File: src/hw/mau_pkg.sv
package mau_pkg;

   // ---------------------------------------------------------------
   // special function register addresses
   // ---------------------------------------------------------------
   localparam logic [7:0] MAU_ADDR_CTRL1 = 8'heb;
   localparam logic [7:0] MAU_ADDR_CTRL2 = 8'hf1;
   localparam logic [7:0] MAU_ADDR_A0 = 8'hf2;
   localparam logic [7:0] MAU_ADDR_A1 = 8'hf3;
   localparam logic [7:0] MAU_ADDR_B0 = 8'hf9;
   localparam logic [7:0] MAU_ADDR_B1 = 8'hfa;
   localparam logic [7:0] MAU_ADDR_C0 = 8'hec;
   localparam logic [7:0] MAU_ADDR_RES0 = 8'hf4;
   localparam int MAU_C_BYTES = 4;
   localparam int MAU_RES_BYTES = 4;

   // ---------------------------------------------------------------
   // field positions of the second control register
   // ---------------------------------------------------------------
   localparam int MAU_CLR_MSB = 7;
   localparam int MAU_CLR_LSB = 5;
   localparam int MAU_IE_BIT = 4;
   localparam int MAU_OV16_BIT = 1;
   localparam int MAU_OV32_BIT = 0;

   // ---------------------------------------------------------------
   // values after reset
   // ---------------------------------------------------------------
   localparam logic [7:0] MAU_CTRL1_RST = 8'h00;
   localparam logic [15:0] MAU_OPND16_RST = 16'h0000;
   localparam logic [31:0] MAU_WORD32_RST = 32'h0000_0000;
   localparam logic [7:0] MAU_RDATA_RST = 8'h00;

   // ---------------------------------------------------------------
   // control fields and commands
   // ---------------------------------------------------------------
   typedef enum logic [1:0] {
      MAU_MUL_AB = 2'h0,
      MAU_MUL_AA = 2'h1,
      MAU_MUL_APREV = 2'h2,
      MAU_MUL_AB2 = 2'h3
   } mau_multiply_command_field_t;

   typedef enum logic [1:0] {
      MAU_ADD_ZERO = 2'h0,
      MAU_ADD_C = 2'h1,
      MAU_ADD_PREV = 2'h2,
      MAU_ADD_CAT = 2'h3
   } mau_addition_source_field_t;

   typedef enum logic [2:0] {
      MAU_CLR_NONE = 3'h0,
      MAU_CLR_A = 3'h1,
      MAU_CLR_B = 3'h2,
      MAU_CLR_C = 3'h3,
      MAU_CLR_PREV = 3'h4,
      MAU_CLR_ALL = 3'h5,
      MAU_CLR_FLAGS = 3'h6,
      MAU_CLR_NONE2 = 3'h7
   } mau_clear_t;

   typedef struct packed {
      logic manual_capture_trigger;
      logic capture_method_select;
      logic overflow_sticky_select;
      logic result_override_select;
      mau_addition_source_field_t addition_source_field;
      mau_multiply_command_field_t multiply_command_field;
   } mau_ctrl1_t;

   typedef struct packed {
      logic wr;
      logic rd;
      logic [7:0] addr;
      logic [7:0] wdata;
   } mau_sfr_req_t;

endpackage

File: src/hw/mau_arith.sv
`timescale 1ns/100ps
module mau_arith (
   // operands
   input wire logic [15:0] operand_a_i,
   input wire logic [15:0] operand_b_i,
   input wire logic [31:0] addend_c_i,
   input wire logic [31:0] prior_i,
   // selects
   input wire mau_pkg::mau_multiply_command_field_t mul_i,
   input wire mau_pkg::mau_addition_source_field_t add_i,
   // results
   output logic [31:0] raw_o,
   output logic ov32_o,
   output logic ov16_o
);
   import mau_pkg::*;

   logic signed [15:0] mul_b;
   logic signed [31:0] product;
   logic signed [31:0] add_a;
   logic signed [31:0] add_b;
   logic signed [32:0] sum;

   // ---------------------------------------------------------------
   // multiplier and adder, purely combinational
   // ---------------------------------------------------------------
   always_comb begin
      case (mul_i)
         MAU_MUL_AA: mul_b = operand_a_i;
         MAU_MUL_APREV: mul_b = prior_i[15:0];
         default: mul_b = operand_b_i;
      endcase
      product = 32'($signed(operand_a_i)) * 32'(mul_b);
      // a is the upper half of the joined word
      add_a = (add_i == MAU_ADD_CAT) ? {operand_a_i, operand_b_i} : product;
      case (add_i)
         MAU_ADD_ZERO: add_b = 32'sh0000_0000;
         MAU_ADD_PREV: add_b = prior_i;
         default: add_b = addend_c_i;
      endcase
      sum = {add_a[31], add_a} + {add_b[31], add_b};
   end

   assign raw_o = sum[31:0];
   assign ov32_o = sum[32] ^ sum[31];
   assign ov16_o = ~((&sum[32:15]) | ~(|sum[32:15]));

endmodule

File: src/hw/mau_core.sv
// Function
// - result follows operands at once, no start or wait
// - operands are signed two's complement; unsigned needs 15-bit magnitudes
// - a and b are 16 bits, addend and result 32 bits
// - capture method 0: writing the low byte of a captures result into prior
// - capture method 1: writing 1 to trigger captures result into prior
// - overflow flags live when sticky select 0, held until cleared when 1
// - addition source picks zero, addend c, or prior result
// - addition source 11 feeds joined a:b instead of product
// - multiply command picks a*b, a*a or a*prior low half
// - clear field zeroes a, b, c, prior, everything, or flags
// - interrupt when wide overflow flag set and its enable set
// - narrow overflow flag set on 16-bit overflow, else reads 0 when sticky select 0
// - wide overflow flag setting captures low result word
// - joined word has a as upper half, b as lower half
// - prior register takes the result register contents
// - result register is the shifter output after multiply-add, or the overflow capture word when override select is 1
`timescale 1ns/100ps
module mau_core (
   // clock, reset, enable
   input wire logic clk_i,
   input wire logic rst_i,
   input wire logic ce_i,
   // special function register port
   input wire mau_pkg::mau_sfr_req_t sfr_i,
   output logic [7:0] sfr_rdata_o,
   // status
   output logic irq_o,
   output logic [31:0] prior_result_o,
   output logic [31:0] overflow_capture_o
);
   import mau_pkg::*;

   mau_ctrl1_t ctrl1;
   logic wide_overflow_irq_enable;
   logic narrow_overflow_flag;
   logic wide_overflow_flag;
   logic [15:0] operand_a_reg;
   logic [15:0] operand_b_reg;
   logic [31:0] addend_c_reg;
   logic [31:0] prior_result_reg;
   logic [31:0] overflow_capture_reg;
   logic [31:0] raw_sum;
   logic [31:0] result_term;
   logic ov32_cond;
   logic ov16_cond;
   logic wr_ctrl1;
   logic wr_ctrl2;
   logic wr_a0;
   mau_clear_t clr_code;
   logic clr_a;
   logic clr_b;
   logic clr_c;
   logic clr_prev;
   logic clr_flags;
   logic capture_prior;
   logic next_wide_flag;
   logic next_narrow_flag;
   logic [7:0] next_rdata;

   // ---------------------------------------------------------------
   // datapath
   // ---------------------------------------------------------------
   mau_arith u_arith (
      .operand_a_i(operand_a_reg),
      .operand_b_i(operand_b_reg),
      .addend_c_i(addend_c_reg),
      .prior_i(prior_result_reg),
      .mul_i(ctrl1.multiply_command_field),
      .add_i(ctrl1.addition_source_field),
      .raw_o(raw_sum),
      .ov32_o(ov32_cond),
      .ov16_o(ov16_cond)
   );

   // result seen by software; shifter stage passes it through unshifted
   assign result_term = ctrl1.result_override_select ? overflow_capture_reg : raw_sum;

   // ---------------------------------------------------------------
   // write decode and one-shot commands
   // ---------------------------------------------------------------
   assign wr_ctrl1 = ce_i & sfr_i.wr & (sfr_i.addr == MAU_ADDR_CTRL1);
   assign wr_ctrl2 = ce_i & sfr_i.wr & (sfr_i.addr == MAU_ADDR_CTRL2);
   assign wr_a0 = ce_i & sfr_i.wr & (sfr_i.addr == MAU_ADDR_A0);
   // code is never stored, so each clear happens once per write
   assign clr_code = mau_clear_t'(sfr_i.wdata[MAU_CLR_MSB:MAU_CLR_LSB]);
   assign clr_a = wr_ctrl2 & (clr_code == MAU_CLR_A || clr_code == MAU_CLR_ALL);
   assign clr_b = wr_ctrl2 & (clr_code == MAU_CLR_B || clr_code == MAU_CLR_ALL);
   assign clr_c = wr_ctrl2 & (clr_code == MAU_CLR_C || clr_code == MAU_CLR_ALL);
   assign clr_prev = wr_ctrl2 & (clr_code == MAU_CLR_PREV || clr_code == MAU_CLR_ALL);
   assign clr_flags = wr_ctrl2 & (clr_code == MAU_CLR_FLAGS || clr_code == MAU_CLR_ALL);
   assign capture_prior = (wr_a0 & ~ctrl1.capture_method_select)
      | (wr_ctrl1 & sfr_i.wdata[7] & sfr_i.wdata[6]);

   // ---------------------------------------------------------------
   // control registers
   // ---------------------------------------------------------------
   always_ff @(posedge clk_i) begin
      if (rst_i) begin
         ctrl1 <= mau_ctrl1_t'(MAU_CTRL1_RST);
         wide_overflow_irq_enable <= 1'b0;
      end else begin
         if (wr_ctrl1) begin
            // trigger bit acts only on the write and reads back as 0
            ctrl1 <= mau_ctrl1_t'({1'b0, sfr_i.wdata[6:0]});
         end
         if (wr_ctrl2) begin
            wide_overflow_irq_enable <= sfr_i.wdata[MAU_IE_BIT];
         end
      end
   end

   // ---------------------------------------------------------------
   // operand registers
   // ---------------------------------------------------------------
   always_ff @(posedge clk_i) begin
      if (rst_i) begin
         operand_a_reg <= MAU_OPND16_RST;
         operand_b_reg <= MAU_OPND16_RST;
         addend_c_reg <= MAU_WORD32_RST;
      end else if (ce_i) begin
         if (clr_a) begin
            operand_a_reg <= MAU_OPND16_RST;
         end else if (sfr_i.wr && sfr_i.addr == MAU_ADDR_A0) begin
            operand_a_reg[7:0] <= sfr_i.wdata;
         end else if (sfr_i.wr && sfr_i.addr == MAU_ADDR_A1) begin
            operand_a_reg[15:8] <= sfr_i.wdata;
         end
         if (clr_b) begin
            operand_b_reg <= MAU_OPND16_RST;
         end else if (sfr_i.wr && sfr_i.addr == MAU_ADDR_B0) begin
            operand_b_reg[7:0] <= sfr_i.wdata;
         end else if (sfr_i.wr && sfr_i.addr == MAU_ADDR_B1) begin
            operand_b_reg[15:8] <= sfr_i.wdata;
         end
         if (clr_c) begin
            addend_c_reg <= MAU_WORD32_RST;
         end else begin
            for (int i = 0; i < MAU_C_BYTES; i++) begin
               if (sfr_i.wr && sfr_i.addr == MAU_ADDR_C0 + 8'(i)) begin
                  addend_c_reg[i*8 +: 8] <= sfr_i.wdata;
               end
            end
         end
      end
   end

   // ---------------------------------------------------------------
   // prior result and overflow capture
   // ---------------------------------------------------------------
   always_ff @(posedge clk_i) begin
      if (rst_i) begin
         prior_result_reg <= MAU_WORD32_RST;
      end else if (capture_prior) begin
         prior_result_reg <= result_term;
      end else if (clr_prev) begin
         prior_result_reg <= MAU_WORD32_RST;
      end
   end

   always_ff @(posedge clk_i) begin
      if (rst_i) begin
         overflow_capture_reg <= MAU_WORD32_RST;
      end else if (ce_i && ov32_cond && !wide_overflow_flag) begin
         overflow_capture_reg <= raw_sum;
      end else if (ce_i && wr_ctrl2 && clr_code == MAU_CLR_ALL) begin
         overflow_capture_reg <= MAU_WORD32_RST;
      end
   end

   // ---------------------------------------------------------------
   // overflow flags; a new overflow wins over a clear
   // ---------------------------------------------------------------
   always_comb begin
      if (ctrl1.overflow_sticky_select) begin
         next_wide_flag = ov32_cond | (wide_overflow_flag & ~clr_flags);
         next_narrow_flag = ov16_cond | (narrow_overflow_flag & ~clr_flags);
      end else begin
         next_wide_flag = ov32_cond;
         next_narrow_flag = ov16_cond;
      end
   end

   always_ff @(posedge clk_i) begin
      if (rst_i) begin
         wide_overflow_flag <= 1'b0;
         narrow_overflow_flag <= 1'b0;
      end else if (ce_i) begin
         wide_overflow_flag <= next_wide_flag;
         narrow_overflow_flag <= next_narrow_flag;
      end
   end

   assign irq_o = wide_overflow_flag & wide_overflow_irq_enable;
   assign prior_result_o = prior_result_reg;
   assign overflow_capture_o = overflow_capture_reg;

   // ---------------------------------------------------------------
   // read port, one cycle after the read strobe
   // ---------------------------------------------------------------
   always_comb begin
      next_rdata = 8'h00;
      if (sfr_i.addr == MAU_ADDR_CTRL1) begin
         next_rdata = ctrl1;
      end else if (sfr_i.addr == MAU_ADDR_CTRL2) begin
         next_rdata = {3'h0, wide_overflow_irq_enable, 2'h0, narrow_overflow_flag,
                       wide_overflow_flag};
      end else if (sfr_i.addr == MAU_ADDR_A0) begin
         next_rdata = operand_a_reg[7:0];
      end else if (sfr_i.addr == MAU_ADDR_A1) begin
         next_rdata = operand_a_reg[15:8];
      end else if (sfr_i.addr == MAU_ADDR_B0) begin
         next_rdata = operand_b_reg[7:0];
      end else if (sfr_i.addr == MAU_ADDR_B1) begin
         next_rdata = operand_b_reg[15:8];
      end else begin
         for (int i = 0; i < MAU_RES_BYTES; i++) begin
            if (sfr_i.addr == MAU_ADDR_C0 + 8'(i)) begin
               next_rdata = addend_c_reg[i*8 +: 8];
            end
            if (sfr_i.addr == MAU_ADDR_RES0 + 8'(i)) begin
               next_rdata = result_term[i*8 +: 8];
            end
         end
      end
   end

   always_ff @(posedge clk_i) begin
      if (rst_i) begin
         sfr_rdata_o <= MAU_RDATA_RST;
      end else if (ce_i && sfr_i.rd) begin
         sfr_rdata_o <= next_rdata;
      end
   end
endmodule

File: config.mk
export PLATFORM = sky130hd
export DESIGN_NAME = mau_core
export DESIGN_NICKNAME = d
export VERILOG_FILES = /design/src/hw/mau_pkg.sv /design/src/hw/mau_arith.sv /design/src/hw/mau_core.sv
export SDC_FILE = /design/constraint.sdc
export NUM_CORES = 1
export LEC_CHECK = 0
export ABC_AREA = 1
export BUFFER_PORTS_ARGS = -buffer_cell sky130_fd_sc_hd__buf_2
export CAP_MARGIN = 20
export CORE_MARGIN = 2
export CORE_UTILIZATION = 30
export DETAILED_ROUTE_END_ITERATION = 8
export SLEW_MARGIN = 5
export SYNTH_ARGS = -nofsm -noshare
export SYNTH_HDL_FRONTEND = slang
export SYNTH_HIERARCHICAL = 1
export SYNTH_SLANG_ARGS = --single-unit
export TNS_END_PERCENT = 50
File: constraint.sdc
create_clock -name clk_i -period 17.35 [get_ports clk_i]
set_input_delay 1.735 -clock clk_i [delete_from_list [all_inputs] [get_ports clk_i]]
set_output_delay 1.735 -clock clk_i [all_outputs]
set_load 0.01 [all_outputs]
==> results.py, run 1 <==
metrics = {
    "logic_synthesis": {
        "syn-cell-area_sq_mm": 0.0210,
        "synthTopCellsByArea": "fa_1 (25%), nand2_1 (14%), dfxtp_1 (14%)",
        "synth.top_cell.area_share_pct": 25.1,
        "syn_nets": 3494,
        "synth.distinct_cells": 57,
        "synth.avg_cell_area_sq_um": 6.78,
        "synthArstFlopShare_pct": 0,
        "synth_edf_count": 0,
        "ys_ff_latch": 146,
        "synth_ff_type": "dfxtp_1",
        "synth_warnings": 6,
        "seq_area_frac_synth_pct": 13.9,
        "synth.largest_area_cell": "fa_1",
        "syn-instance-count": 3092,
    },
    "setup_path": {
        "critPathRequiredTime_ns": 17.64,
        "crit_path_start_kind": "flop",
        "reg2reg_slack_ns": 6.36,
        "r2r_start": "ctrl1[0]",
        "critPathCapture": "overflow_capture_o[19]",
        "critical_path_class": "flop to flop",
        "cp_slowest_cell": "fa_1",
        "worst_r2r_endpoint": "overflow_capture_o[19]",
        "end_kind": "flop",
        "cp.arrival_ns": 11.28,
        "crit_start": "ctrl1[0]",
        "reg2reg_depth": 42,
        "crit_top_cell": "inv_1",
        "slowest_delay_ns": 0.91,
        "critical_path_peak_fanout": 33,
    },
    "global_route": {
        "antenna_found_initial": 0,
        "grt_pass1_vias": 20030,
        "grt_start_max_net_pins": 78,
        "grt_overflow_total": 0,
        "grt_first_pass_wirelength_mm": 119,
        "grtUsageTotal_pct": 21.7,
    },
    "clock_tree": {
        "cts-root-buf": "clkbuf_16",
        "cts_max_level": 4,
        "cts_max_path_buffers": 2,
        "cts_tree": "built",
        "cts.sinks": 146,
        "cts_buffers": 17,
        "post_cts_resized": 0,
        "clk-insertion-delay-late_ns": 0.44,
        "cts_hold_buf": 0,
        "post-cts-setup-buffers": 0,
        "clkSlewWorstSetupHoldPaths_ns": 0.07,
    },
    "detailed_routing": {
        "drc_errors": 0,
        "postRouteAntennaNets": 0,
        "wire_per_inst_um": 18.9,
        "via_per_inst": 4.96,
        "vias": 20232,
        "drt_first_pass_iters": 8,
        "drt_iter0_drc": 2093,
        "wl_mm": 77.2,
    },
    "die": {
        "die_w_um": 268,
        "placementRows": 96,
        "io_pins": 94,
        "die_area_sq_mm": 0.0721,
        "die_h_um": 268,
        "core_sq_mm": 0.0689,
        "start_util_pct": 30.4,
    },
    "timing": {
        "grt_setup_unrepaired": "false",
        "finalCritPeriodShare_pct": 63.4,
        "worstMarginPinSlew_ns": 1.04,
        "fin_tns_setup_ns": 0,
        "min_period_ns": 10.99,
        "slew_violations": 0,
        "skew_ns": 0.0118,
        "final-setup-viol-count": 0,
        "slew_headroom_pct": 30.8,
        "hold_viol": 0,
        "fmax_ghz": 0.0910,
    },
    "pwr": {
        "p_per_area_mw_per_mm2": 31.7,
        "power_leakage_nw": 11.3,
        "ir_drop_v": 0.0000546,
        "power_uw": 730,
    },
    "placement": {
        "port_buffers": 93,
        "dp_hpwl_mm": 62.5,
        "gp_congestion": 0.985,
    },
    "layout": {
        "antennaDiodeCount": 0,
        "utilization_pct": 33.3,
        "nFillCells": 7608,
        "final_cell_mix": "nand2_1 (799), inv_1 (657), nor2_1 (298)",
        "drive_above_1_share_pct": 8.60,
        "layout.nets": 3540,
        "layout_commonest_cell": "nand2_1",
        "area_growth_pct": 9.57,
    },
    "hold_path": {
        "holdCritPathClass": "flop to flop",
    },
    "job": {
        "maxCapViolCount": 0,
    },
    "outcome": {
        "status": "complete, no violations",
    },
}
## per-stage QoR
step | area (sq um) | setup slack (ns) | hold slack [ns] | std cells
after floorplan | 21000 | 8.35 | 0.439 | 3092
after global placement | 22400 | 6.65 | 0.450 | 4050
after detailed placement | 22400 | 6.62 | 0.458 | 4050
after CTS | 23000 | 6.59 | 0.468 | 4082
after global routing | 23000 | 5.79 | 0.499 | 4082
final | 23000 | 6.36 | 0.468 | 4082
## worst min-delay path by stage
stage / startpoint / end / slack (ns) / depth (start not counted)
2_1_floorplan: operand_b_reg[2] / operand_b_reg[2] / 0.44 / 2
3_3_place_gp: operand_a_reg[4] / operand_a_reg[4] / 0.45 / 2
3_5_place_dp: operand_a_reg[4] / operand_a_reg[4] / 0.46 / 2
4_1_cts: operand_a_reg[4] / operand_a_reg[4] / 0.47 / 2
5_1_grt: operand_a_reg[4] / operand_a_reg[4] / 0.50 / 2
6_report: operand_a_reg[4] / operand_a_reg[4] / 0.47 / 2
## cell type report
class	instances	area (sq um)	share of cell area, %
Timing Repair Buffer	121	678	2.95
Multi-Input combinational cell	2173	15100	65.7
Clock buffer	17	425	1.85
Inverter	679	2550	11.1
Sequential cell	146	2920	12.7
Clock inverter	15	141	0.615
Tap cell	931	1160	5.07
## critical path, delay by kind of cell (launching register included)
family	cells	cell delay [ns]
adders and majority gates	10	5.14
and+or+nand+nor	14	2.73
AOI/OAI and AO/OA	7	1.18
buffers and inverters	9	1.04
DFF	1	0.37
xor gates and xnor gates	2	0.35
## cells in the mapped netlist, types with 3 or more instances
master / count
a21oi_1: 192
a21oi_2: 3
a221o_1: 16
a31oi_1: 5
and2_1: 4
and2_4: 3
buf_1: 4
buf_2: 13
buf_6: 4
clkbuf_1: 72
clkinv_1: 7
dfxtp_1: 146
fa_1: 263
ha_1: 118
inv_1: 657
inv_2: 15
nand2_1: 799
nand2_2: 34
nand3_1: 93
nand3_2: 4
nand3b_1: 6
nand4_1: 37
nor2_1: 298
nor2_2: 15
nor2_4: 5
nor3_1: 15
o21a_1: 9
o21ai_0: 106
o21ai_1: 8
o21ai_2: 3
o21bai_1: 10
o22ai_1: 35
or2_2: 18
xnor2_1: 15
xor2_1: 34
## report_power, final
group | total (mW) | switching [mW] | leakage, nW | internal (mW)
clock | 0.360 | 0.170 | 0.266 | 0.189
combinational | 0.0335 | 0.0258 | 9.89 | 0.00769
sequential | 0.336 | 0.000612 | 1.18 | 0.336
## per-layer routing
layer	GRT usage, %	up-vias	part of all wire, %
li1	-	9468	-
met1	29.6	9771	43
met2	35.5	828	46
met3	2.31	165	7.3
met4	7.81	0	3.9
met5	0	-	0
## cells by family after synthesis
family	share of synthesized area, %
flops	13.9
simple gates	27.0
fa+ha+maj	32.1
compound gates	10.8
buf+inv	14.1
xor+xnor	2.12
No activity file was read; power rests on OpenSTA's default activity.
==> run 2: changes to the inputs <==
clock period = 8.9 ns   (was 17.35 ns; I/O delays follow)
==> results.py, run 2 (synthesis gave the netlist of run 1 again) <==
metrics = {
    "outcome": {
        "status": "finished with violations",
        "violations": "setup timing",
    },
    "placement": {
        "place_inst": 4422,
        "dpl_cell_area_sq_mm": 0.0254,
        "dp_hpwl_mm": 69.1,
        "port_buffers": 93,
        "gp_congestion": 0.976,
    },
    "layout": {
        "instances_no_fill": 4500,
        "drive_above_1_share_pct": 24.0,
        "layout_commonest_cell": "nand2_1",
        "antennaDiodeCount": 0,
        "fin_area_sq_mm": 0.0274,
        "multi_input_area_sq_mm": 0.0159,
        "regArea_sq_mm": 0.00293,
        "final_cell_mix": "nand2_1 (759), inv_1 (635), buf_4 (415)",
        "nFillCells": 7301,
        "layout.nets": 3958,
        "area_growth_pct": 30.4,
    },
    "die": {
        "placementRows": 96,
        "io_pins": 94,
        "die_h_um": 268,
        "die_w_um": 268,
        "die_area_sq_mm": 0.0721,
        "core_sq_mm": 0.0689,
        "start_util_pct": 30.4,
    },
    "timing": {
        "slew_headroom_pct": 37.1,
        "worstMarginPinSlew_ns": 0.942,
        "finalCritPeriodShare_pct": 101,
        "min_period_ns": 9.03,
        "skew_ns": 0.0133,
        "grt_setup_unrepaired": "true",
        "hold_viol": 0,
        "slew_violations": 0,
        "final-setup-viol-count": 35,
        "setup_slack_ns": -0.129,
        "fmax_ghz": 0.111,
    },
    "clock_tree": {
        "cts_max_level": 4,
        "clkSlewWorstSetupHoldPaths_ns": 0.07,
        "cts_buffers": 17,
        "clk-insertion-delay-late_ns": 0.44,
        "cts_tree": "built",
        "cts-root-buf": "clkbuf_16",
        "cts_hold_buf": 0,
        "cts.sinks": 146,
        "cts_max_path_buffers": 2,
    },
    "hold_path": {
        "hold_start": "sfr_rdata_o[4]",
        "min_path_cells": 2,
        "holdCritPathClass": "flop to flop",
        "holdPathEnd": "sfr_rdata_o[4]",
    },
    "detailed_routing": {
        "drt_iter0_drc": 1899,
        "wire_per_inst_um": 18.6,
        "drc_errors": 0,
        "postRouteAntennaNets": 0,
        "drt_first_pass_iters": 6,
        "vias": 21825,
        "wl_mm": 83.7,
        "via_per_inst": 4.85,
    },
    "pwr": {
        "p_switching_uw": 370,
        "ir_drop_v": 0.000141,
        "sw_frac_of_total_pct": 24.1,
        "p_per_area_mw_per_mm2": 56.1,
        "power_leakage_nw": 13.7,
        "power_frac_comb_pct": 4.8,
        "p_int_mw": 1.17,
        "clkPwrFrac_pct": 52.5,
        "seq_power_share_pct": 42.7,
    },
    "global_route": {
        "met1_usage_pct": 31.8,
        "grt_first_pass_wirelength_mm": 127,
        "met3_usage_pct": 2.87,
        "grt_pass1_vias": 21653,
        "grt_overflow_total": 0,
        "antenna_found_initial": 2,
        "busiest_layer": "met2",
        "grt_start_max_net_pins": 72,
        "use_met2_pct": 38.4,
        "grtUsageTotal_pct": 23.5,
    },
    "setup_path": {
        "crit_path_start_kind": "flop",
        "critPathRequiredTime_ns": 9.19,
        "crit_top_cell": "buf_4",
        "critical_path_peak_fanout": 7,
        "cp.arrival_ns": 9.32,
        "end_kind": "flop",
        "cp_slowest_cell": "fa_1",
        "critical_path_class": "flop to flop",
        "reg2reg_depth": 44,
        "slowest_delay_ns": 0.60,
        "reg2reg_slack_ns": -0.13,
        "worst_r2r_endpoint": "overflow_capture_o[14]",
        "r2r_start": "ctrl1[0]",
    },
    "job": {
        "maxCapViolCount": 0,
    },
}
run 2: worst max path at each step:
stage             start                endpoint  slack, ns
6_report       ctrl1[0]  overflow_capture_o[14]      -0.13
5_1_grt        ctrl1[0]          sfr_rdata_o[5]      -0.51
4_1_cts        ctrl1[0]  overflow_capture_o[31]     -0.006
3_5_place_dp   ctrl1[0]  overflow_capture_o[22]      -0.49
3_3_place_gp   ctrl1[1]  overflow_capture_o[10]      -0.39
2_1_floorplan  ctrl1[0]   overflow_capture_o[0]      0.003
run 2: layout make-up:
class / instances / area share (%)
Timing Repair Buffer: 538 / 15.0
Sequential cell: 146 / 10.7
Clock buffer: 19 / 1.66
Timing Repair inverter: 1 / 0.0274
Clock inverter: 13 / 0.732
Inverter: 679 / 9.37
Multi-Input combinational cell: 2173 / 58.3
Tap cell: 931 / 4.26
run 2: routing by layer:
metal,vias up,part of all wire [%],wire [um]
met5,-,0.012,10
met4,2,4.1,3460
met3,175,6.9,5780
met2,880,46,38300
met1,10449,43,36200
li1,10319,-,-
run 2: power by group through the flow:
stage | clock, mW | combinational, mW | sequential, mW
5_1_grt | 0.833 | 0.0789 | 0.656
3_5_place_dp | 0 | 0.0687 | 0.671
3_3_place_gp | 0 | 0.0687 | 0.671
4_1_cts | 0.807 | 0.0712 | 0.656
6_report | 0.805 | 0.0740 | 0.656
2_1_floorplan | 0 | 0.0375 | 0.671
run 2: stage by stage:
step	setup WS, ns	hold WS (ns)	utilization [%]	TNS, ns	power, mW
finish	-0.129	0.467	39.7	-3.22	1.54
global route	-0.507	0.484	39.7	-17.82	1.57
CTS	-0.00565	0.471	38.9	-0.0132	1.53
detailed placement	-0.489	0.456	36.8	-17.06	0.740
global placement	-0.393	0.455	36.8	-14.15	0.740
floorplan	0.00281	0.439	-	0	0.709
run 2: timing repair:
action | in CTS | in global routing
gates resized for setup | 111 | 124
endpoints found under the setup margin | 41 | 45
setup buffers | 30 | 11
cloned | 5 | 0
pin swaps | 44 | 70
run 2: worst max-delay path, delay by kind of cell, from the launching register on:
family	cells	cell delay (ns)
AO/OA/AOI/OAI	9	1.36
AND/OR/NAND/NOR	9	1.03
flip-flops	1	0.36
adder cells (fa/ha/maj)	10	4.12
buffers and inverters	15	1.83
XOR/XNOR	1	0.17
